**config.mk**
```make
export PLATFORM = sky130hd
export DESIGN_NAME = tsic_irq_ctrl
export DESIGN_NICKNAME = d
export VERILOG_FILES = /design/src/tsic_pkg.sv /design/src/tsic_irq_ctrl.sv /design/src/tsic_pin_sync.sv /design/src/tsic_stack_level.sv
export SDC_FILE = /design/constraint.sdc
export NUM_CORES = 1
export LEC_CHECK = 0
export BUFFER_PORTS_ARGS = -buffer_cell sky130_fd_sc_hd__buf_2
export CELL_PAD_IN_SITES_DETAIL_PLACEMENT = 0
export CELL_PAD_IN_SITES_GLOBAL_PLACEMENT = 1
export CORE_MARGIN = 2
export CORE_UTILIZATION = 37
export CTS_BUF_LIST = sky130_fd_sc_hd__clkbuf_2 sky130_fd_sc_hd__clkbuf_4 sky130_fd_sc_hd__clkbuf_8
export CTS_CLUSTER_DIAMETER = 150
export DETAILED_ROUTE_END_ITERATION = 8
export MAX_ROUTING_LAYER = met4
export PLACE_DENSITY = 0.86
export SYNTH_ARGS = -nofsm -noshare
export SYNTH_HDL_FRONTEND = slang
export SYNTH_SLANG_ARGS = --single-unit
```
**constraint.sdc**
```tcl
create_clock -name clk_in -period 4.5 [get_ports clk_in]
set_clock_uncertainty 0.2 [all_clocks]
set_input_delay 0.45 -clock clk_in [delete_from_list [all_inputs] [get_ports clk_in]]
set_output_delay 0.45 -clock clk_in [all_outputs]
set_load 0.05 [all_outputs]
```
**src/tsic_pkg.sv**
```systemverilog
// constants shared by the two-source interrupt controller files
package tsic_pkg;

    // ----------------------------------------------------------------
    // irq_control_reg location and field layout
    // ----------------------------------------------------------------
    localparam logic [6:0] IRQ_CONTROL_ADDR = 7'h0b;
    localparam logic [7:0] IRQ_CONTROL_RESET = 8'h00;
    localparam int BIT_GLOBAL_EN = 0;
    localparam int BIT_EXT_EN = 1;
    localparam int BIT_TIMER_EN = 2;
    localparam int BIT_EXT_PEND = 4;
    localparam int BIT_TIMER_PEND = 5;

    // ----------------------------------------------------------------
    // vectors and stack
    // ----------------------------------------------------------------
    localparam logic [9:0] VEC_EXT = 10'h004;
    localparam logic [9:0] VEC_TIMER = 10'h008;
    localparam logic [9:0] VEC_RESET = 10'h000;
    localparam logic [2:0] STACK_DEPTH = 3'h4;
    localparam logic [2:0] STACK_LEVEL_RESET = 3'h0;

    // ----------------------------------------------------------------
    // pin synchroniser
    // ----------------------------------------------------------------
    localparam logic [2:0] SYNC_RESET = 3'h7;

    // ----------------------------------------------------------------
    // power state, one-hot
    // ----------------------------------------------------------------
    typedef enum logic [1:0] {
        TSIC_RUN = 2'h1,
        TSIC_HALT = 2'h2
    } tsic_pstate_e;

endpackage

```
**src/tsic_irq_ctrl.sv**
```systemverilog
// two-source interrupt controller: flags, enables, priority, halt wake
`timescale 1ns/1ns
`default_nettype none
module tsic_irq_ctrl
    import tsic_pkg::*;
(
    input wire logic clk_in,
    input wire logic resetn_in,
    input wire logic ext_irq_n_in,
    input wire logic timer_overflow_in,
    input wire logic phase_two_clock_in,
    input wire logic [6:0] reg_addr_in,
    input wire logic reg_wr_en_in,
    input wire logic [7:0] reg_wr_data_in,
    output logic [7:0] irq_control_reg_out,
    input wire logic call_push_in,
    input wire logic subroutine_return_op_in,
    input wire logic return_from_isr_op_in,
    input wire logic halt_entry_in,
    output logic irq_ack_out,
    output logic [9:0] irq_vector_out,
    output logic [2:0] stack_level_pointer_out,
    output logic stack_full_out,
    output logic halted_out,
    output logic wake_out,
    output logic wake_resume_next_out
);

    logic ext_level;
    logic ext_fall;
    logic stack_full;
    logic [2:0] stack_level;
    logic global_irq_enable_r;
    logic ext_irq_enable_r;
    logic timer_irq_enable_r;
    logic ext_irq_pending_r;
    logic timer_irq_pending_r;
    logic ext_ready;
    logic timer_ready;
    logic take_irq;
    logic take_ext;
    logic take_timer;
    logic ctrl_wr;
    logic irq_ack_r;
    logic [9:0] irq_vector_r;
    logic ext_at_halt_r;
    logic timer_at_halt_r;
    logic wake_src;
    logic wake_r;
    logic wake_resume_r;
    tsic_pstate_e pstate_r;
    tsic_pstate_e pstate_nxt;

    // ----------------------------------------------------------------
    // sources and stack
    // ----------------------------------------------------------------
    tsic_pin_sync u_pin_sync (
        .clk_in(clk_in),
        .resetn_in(resetn_in),
        .pin_in(ext_irq_n_in),
        .level_out(ext_level),
        .fall_out(ext_fall)
    );

    // only the program counter goes on the stack at acknowledge
    tsic_stack_level u_stack (
        .clk_in(clk_in),
        .resetn_in(resetn_in),
        .push_in(call_push_in || irq_ack_r),
        .pop_in(subroutine_return_op_in || return_from_isr_op_in),
        .level_out(stack_level),
        .full_out(stack_full)
    );

    // ----------------------------------------------------------------
    // eligibility and priority
    // ----------------------------------------------------------------
    assign ctrl_wr = reg_wr_en_in && (reg_addr_in == IRQ_CONTROL_ADDR);
    // both enables needed; a full stack blocks
    assign ext_ready = ext_irq_pending_r && ext_irq_enable_r;
    assign timer_ready = timer_irq_pending_r && timer_irq_enable_r;
    // sampled only on a phase-two pulse, never while halted
    assign take_irq = phase_two_clock_in && global_irq_enable_r
        && !stack_full && (ext_ready || timer_ready)
        && (pstate_r == TSIC_RUN);
    assign take_ext = take_irq && ext_ready;
    assign take_timer = take_irq && !ext_ready;

    // ----------------------------------------------------------------
    // enable bits
    // ----------------------------------------------------------------
    // software may set global and source enable inside a handler
    always_ff @(posedge clk_in) begin
        if (!resetn_in) begin
            ext_irq_enable_r <= IRQ_CONTROL_RESET[BIT_EXT_EN];
            timer_irq_enable_r <= IRQ_CONTROL_RESET[BIT_TIMER_EN];
        end else if (ctrl_wr) begin
            ext_irq_enable_r <= reg_wr_data_in[BIT_EXT_EN];
            timer_irq_enable_r <= reg_wr_data_in[BIT_TIMER_EN];
        end
    end

    // acknowledge clear wins over a write or an isr return in that cycle,
    // otherwise a same-cycle write could open a nest the handler never saw
    always_ff @(posedge clk_in) begin
        if (!resetn_in) begin
            global_irq_enable_r <= IRQ_CONTROL_RESET[BIT_GLOBAL_EN];
        end else if (take_irq) begin
            global_irq_enable_r <= 1'b0;
        end else if (return_from_isr_op_in) begin
            global_irq_enable_r <= 1'b1;
        end else if (ctrl_wr) begin
            global_irq_enable_r <= reg_wr_data_in[BIT_GLOBAL_EN];
        end
    end

    // ----------------------------------------------------------------
    // pending flags: hardware set beats software or acknowledge clear
    // ----------------------------------------------------------------
    always_ff @(posedge clk_in) begin
        if (!resetn_in) begin
            ext_irq_pending_r <= IRQ_CONTROL_RESET[BIT_EXT_PEND];
        end else if (ext_fall) begin
            ext_irq_pending_r <= 1'b1;
        end else if (take_ext) begin
            ext_irq_pending_r <= 1'b0;
        end else if (ctrl_wr) begin
            ext_irq_pending_r <= reg_wr_data_in[BIT_EXT_PEND];
        end
    end

    always_ff @(posedge clk_in) begin
        if (!resetn_in) begin
            timer_irq_pending_r <= IRQ_CONTROL_RESET[BIT_TIMER_PEND];
        end else if (timer_overflow_in) begin
            timer_irq_pending_r <= 1'b1;
        end else if (take_timer) begin
            timer_irq_pending_r <= 1'b0;
        end else if (ctrl_wr) begin
            timer_irq_pending_r <= reg_wr_data_in[BIT_TIMER_PEND];
        end
    end

    // unused bits are tied low here, not stored
    assign irq_control_reg_out = {2'b00, timer_irq_pending_r,
        ext_irq_pending_r, 1'b0, timer_irq_enable_r, ext_irq_enable_r,
        global_irq_enable_r};

    // ----------------------------------------------------------------
    // acknowledge and vector
    // ----------------------------------------------------------------
    always_ff @(posedge clk_in) begin
        if (!resetn_in) begin
            irq_ack_r <= 1'b0;
            irq_vector_r <= VEC_RESET;
        end else begin
            irq_ack_r <= take_irq;
            if (take_ext) begin
                irq_vector_r <= VEC_EXT;
            end else if (take_timer) begin
                irq_vector_r <= VEC_TIMER;
            end
        end
    end

    // ----------------------------------------------------------------
    // halt and wake
    // ----------------------------------------------------------------
    // a flag already set at halt entry cannot wake the device
    assign wake_src = (ext_irq_pending_r && !ext_at_halt_r)
        || (timer_irq_pending_r && !timer_at_halt_r);

    always_comb begin
        pstate_nxt = pstate_r;
        case (pstate_r)
            TSIC_RUN: begin
                if (halt_entry_in) begin
                    pstate_nxt = TSIC_HALT;
                end
            end
            TSIC_HALT: begin
                if (wake_src) begin
                    pstate_nxt = TSIC_RUN;
                end
            end
            default: begin
                pstate_nxt = TSIC_RUN;
            end
        endcase
    end

    always_ff @(posedge clk_in) begin
        if (!resetn_in) begin
            pstate_r <= TSIC_RUN;
        end else begin
            pstate_r <= pstate_nxt;
        end
    end

    always_ff @(posedge clk_in) begin
        if (!resetn_in) begin
            ext_at_halt_r <= 1'b0;
            timer_at_halt_r <= 1'b0;
        end else if (pstate_r == TSIC_RUN && halt_entry_in) begin
            ext_at_halt_r <= ext_irq_pending_r;
            timer_at_halt_r <= timer_irq_pending_r;
        end
    end

    // resume without vector when nothing woken could be acknowledged
    always_ff @(posedge clk_in) begin
        if (!resetn_in) begin
            wake_r <= 1'b0;
            wake_resume_r <= 1'b0;
        end else begin
            wake_r <= (pstate_r == TSIC_HALT) && wake_src;
            wake_resume_r <= (pstate_r == TSIC_HALT) && wake_src
                && (!global_irq_enable_r || stack_full
                || !(ext_ready || timer_ready));
        end
    end

    assign irq_ack_out = irq_ack_r;
    assign irq_vector_out = irq_vector_r;
    assign stack_level_pointer_out = stack_level;
    assign stack_full_out = stack_full;
    assign halted_out = (pstate_r == TSIC_HALT);
    assign wake_out = wake_r;
    assign wake_resume_next_out = wake_resume_r;
endmodule
`default_nettype wire

```
**src/tsic_pin_sync.sv**
```systemverilog
// three-stage synchroniser and falling-edge detector for the irq pin
`timescale 1ns/1ns
`default_nettype none
module tsic_pin_sync
    import tsic_pkg::*;
(
    input wire logic clk_in,
    input wire logic resetn_in,
    input wire logic pin_in,
    output logic level_out,
    output logic fall_out
);

    logic [2:0] sync_r;
    logic level_r;
    logic fall_r;

    // ----------------------------------------------------------------
    // sampling chain; stage 0 only feeds stage 1
    // ----------------------------------------------------------------
    always_ff @(posedge clk_in) begin
        if (!resetn_in) begin
            sync_r <= SYNC_RESET;
        end else begin
            sync_r <= {sync_r[1:0], pin_in};
        end
    end

    // ----------------------------------------------------------------
    // a change counts once stages 1 and 2 agree
    // ----------------------------------------------------------------
    always_ff @(posedge clk_in) begin
        if (!resetn_in) begin
            level_r <= 1'b1;
            fall_r <= 1'b0;
        end else begin
            fall_r <= (sync_r[1] == sync_r[2]) && !sync_r[2] && level_r;
            if (sync_r[1] == sync_r[2]) begin
                level_r <= sync_r[2];
            end
        end
    end

    assign level_out = level_r;
    assign fall_out = fall_r;

endmodule
`default_nettype wire

```
**src/tsic_stack_level.sv**
```systemverilog
// return stack level tracker with full flag
`timescale 1ns/1ns
`default_nettype none
module tsic_stack_level
    import tsic_pkg::*;
(
    input wire logic clk_in,
    input wire logic resetn_in,
    input wire logic push_in,
    input wire logic pop_in,
    output logic [2:0] level_out,
    output logic full_out
);

    logic [2:0] level_r;

    // ----------------------------------------------------------------
    // level count
    // ----------------------------------------------------------------
    // a push when full loses the oldest entry, so the level stays put
    always_ff @(posedge clk_in) begin
        if (!resetn_in) begin
            level_r <= STACK_LEVEL_RESET;
        end else if (push_in && !pop_in && level_r != STACK_DEPTH) begin
            level_r <= level_r + 3'h1;
        end else if (pop_in && !push_in && level_r != 3'h0) begin
            level_r <= level_r - 3'h1;
        end
    end

    assign level_out = level_r;
    assign full_out = (level_r == STACK_DEPTH);
endmodule
`default_nettype wire

```
==> results.txt <==
- The run finished, with violations left.
- Violations in the final reports: design-rule violations
- Data arrives at the worst endpoint at about 2.5 ns.
- CTS H-tree depth: 1
- Of the total synthesized cell area, the portion taken by full adders, half adders and majority gates is 0.02912.
- The count of final max-slew check failures was 0.
- Of the cells placed in the final design, the portion with a size suffix greater than 1 is 0.3137.
- Fraction of synthesized cell area in xor and xnor cells: 0.01568
* Floorplan row count: 19
* Simple logic cell fraction of the synthesized area: 0.2430
- Remaining Overflow, GRT: 0
- The count of final hold-check violations came to 0.
- Synthesis produced 120 cells.
* CP Launch Type: flip-flop
- The number of global-route vias before repair came to ~840.
- Yosys printed 0 warnings.
* First-pass GRT wire length: approximately 3600 um
- Drt via density: 4.946
- Final instance area: 1286 um^2
- The path with the worst hold slack has its endpoint at u_pin_sync.sync_r[0].
- The initial antenna violation count was 0.
* Path type of the worst min-delay path: input port to flip-flop
- Worst IR drop on VDD: about 0.27 mV
- Logic depth of the worst register-to-register path: 6
- After synthesis, the share of cell area in mux cells is 0.04479.
- TritonCTS clock tree: done
- For the finished layout, the period the worst path requires is 2.502 ns.
* Worst reg2reg path endpoint: u_stack.level_out[2]
- Total leakage power: ~0.61 nW
* Die Area: approximately 3500 um^2
- For this configuration, the core starts out at a cell density of 0.3983.
- The share of the Yosys chip area taken by registers is 0.3942.
* Final wirelength: 2152 um
* Placed instance count: 180
- HPWL Detailed: between 1500 and 2000 um
* Setup-failing EPs final: 0
* Synth-to-layout area growth: 15.12%
- Diodes inserted: 0
* Num CTS Buffers: 3
- Based on the critical path, the design can be clocked at up to 399.6 MHz.
- Clock tree synthesis selected as its root buffer the cell sky130_fd_sc_hd__clkbuf_4.
- Horiz. Die Dim: 58.95 um
- The critical path in this run is classified as flip-flop to flip-flop.
- Vias: around 900
- Number of max-cap violations: 0
- RD Place Congestion: about 0.87
- Chip height: between 50 and 60 um
* Cell area after placement: 1250 um^2
* Clock latency reported for the late side of the worst-skew pair: about 0.30 ns
* Pin count of the biggest net entering global routing: 16
- Instance count along the most critical hold path: 2
- The cell area that synthesis handed to floorplanning was 1117 um^2.
- Worst path required time: 4.50 ns
- For this run, the total global-route usage over all layers was measured as 0.1372.
* Count of cell types in the netlist: 40
- Synthesized-area fraction occupied by ao, oa, aoi and oai cells: 0.1221
* Avg Synthesized Cell Area: 9.311 um^2
* Worst flop-to-flop path startpoint: u_stack.level_out[0]
- The worst setup path is captured at a flip-flop.
- Setup total negative slack on the finished layout was measured at 0 ns.
- Number of remaining DRC errors: 5
- In this run the tightest slew margin relative to its limit is 0.6553.
- By area, the combinational part of the netlist is dominated by simple AND/OR/NAND/NOR gates.
- Clock-pin slew was measured on the worst setup and hold paths at about 0.12 ns.
- In this run the remaining antenna-violating nets after routing total 0.
- Slack of the worst reg-to-reg path: 2.00 ns
- Before antenna repair, the detailed router went through 6 iterations.
- In this run the count of I/O pins placed on the die edge is 51.
- Total power for the finished layout comes to approximately 0.42 mW.
- Gates resized during post-CTS repair numbered 0.
* Post-CTS setup buffer count: 0
* Worst Max-Slew Pin Slew: ~0.51 ns
- Buffers placed on the I/O ports in this run total 36.
* Final standard cell count with taps included and fillers excluded: roughly 180
- In this run the power density over the cells is 328.2 nW/um^2.
- No sink is reached through more buffers than the 2 on the longest clock path.
* Number of DRC violations after detailed-routing iteration 0: 17
- The net count of the finished layout is between 150 and 200.
- Flops & latches, synth: 22
- The tree built by TritonCTS fans out to 22 sinks.
* Unrepaired setup endpoints after global routing: false
* Placeable core region: 2805 um^2
* Tcrit/Tclk final: 0.5561
- Along the worst path, the maximum fanout reaches 8.
- Startpoint of the worst hold path: ext_irq_n_in
- In the final routed layout, each cell accounts on average for roughly 12 um.
* Number of buffers added to fix hold violations after cts: 0
==> cells in the final DEF, fill, tap and decap left out, drive strengths merged, types with 2 or more instances in the layout <==
| cell type | n |
|---|---|
| nand2b | 4 |
| nor2 | 6 |
| nor4 | 4 |
| or4 | 2 |
| and3 | 2 |
| and2 | 2 |
| conb | 11 |
| nand2 | 10 |
| nand3 | 2 |
| dfxtp | 22 |
| nor2b | 2 |
| xnor2 | 2 |
| clkbuf | 4 |
| inv | 11 |
| a21oi | 6 |
| mux2i | 5 |
| buf | 36 |
| o21ai | 5 |
==> layout make-up <==
cell class | instances | area, um^2
Inverter | 11 | 41.29
Sequential cell | 22 | 440.4
Multi-Input combinational cell | 80 | 549.3
Timing Repair Buffer | 36 | 180.2
Clock buffer | 4 | 36.28
Fill cell | 291 | 1519
Tap cell | 31 | 38.79
==> cell usage after synthesis (all sizes together) <==
cell	n	area share
dfxtp	22	0.39
buf	16	0.11
inv	11	0.037
nand2	10	0.034
a21oi	6	0.027
nor2	6	0.022
mux2i	5	0.045
o21ai	5	0.022
nand2b	4	0.029
nor4	4	0.041
and2	2	0.011
and3	2	0.011
nand3	2	0.0090
nor2b	2	0.011
or4	2	0.013
xnor2	2	0.016
a211o	1	0.0078
a211oi	1	0.011
a22oi	1	0.0067
and3b	1	0.0078
clkbuf	1	0.0034
conb	1	0.0034
fa	1	0.018
ha	1	0.011
nand3b	1	0.0067
nand4	1	0.0056
nand4b	1	0.021
nor3b	1	0.011
nor4b	1	0.0078
o211ai	1	0.0067
o221a	1	0.010
o22ai	1	0.0056
o311a	1	0.0090
o31a	1	0.0078
o41ai	1	0.0078
==> sequential cells by signal, indices dropped and copies added (netlist names), 2 cells and up <==
name               cells
pstate_r               2
u_stack.level_out      3
u_pin_sync.sync_r      3
irq_vector_out         2
==> worst max-delay path by stage <==
stage | startpoint | endpoint | slack, ns
floorplan | u_stack.level_out[0] | u_stack.level_out[2] | 1.65
global placement | u_stack.level_out[0] | u_stack.level_out[2] | 2.13
detailed placement | u_stack.level_out[0] | u_stack.level_out[2] | 2.03
CTS | u_stack.level_out[0] | u_stack.level_out[2] | 2.00
global route | u_stack.level_out[0] | u_stack.level_out[2] | 1.79
finish | u_stack.level_out[0] | u_stack.level_out[2] | 2.00
==> kinds of logic (layout without fill, tap and decap cells) <==
group | count (synthesis) | in the layout
muxes | 5 | 5
adders and majority gates | 2 | 2
and+or+nand+nor | 40 | 40
DFF | 22 | 22
buffers and inverters | 28 | 51
xor gates and xnor gates | 2 | 2
AOI/OAI and AO/OA | 20 | 20
other | 1 | 11
==> critical path, stage by stage (launching register included) <==
cell and delay, ns:
sky130_fd_sc_hd__dfxtp_1 0.52, sky130_fd_sc_hd__nor3b_2 0.14, sky130_fd_sc_hd__or4_1 0.51, sky130_fd_sc_hd__fa_1 0.44, sky130_fd_sc_hd__nor4_1 0.30, sky130_fd_sc_hd__o21ai_0 0.15
sky130_fd_sc_hd__o311a_1 0.13
==> power breakdown <==
group / internal [mW] / total, mW / switching (mW)
logic: 0.0303 / 0.103 / 0.0728
registers: 0.203 / 0.214 / 0.0105
clock network: 0.0493 / 0.105 / 0.0558
==> through the flow <==
step	utilization	setup slack, ns	hold WS, ns
after floorplan	-	1.647	0.1863
after global placement	0.4456	2.134	0.1981
after detailed placement	0.4456	2.026	0.2050
after CTS	0.4585	1.999	0.1223
after global routing	0.4585	1.791	0.1143
final	0.4585	1.998	0.1290
==> per-layer routing <==
| layer | track usage | routed length [um] | up-vias |
|---|---|---|---|
| met3 | 0.04396 | 156 | 2 |
| met4 | 0.009740 | 6 | 0 |
| met5 | - | 0 | - |
| met1 | 0.1676 | 916 | 426 |
| met2 | 0.2317 | 1073 | 30 |
| li1 | - | - | 452 |
No activity file was read; power rests on OpenSTA's default activity.
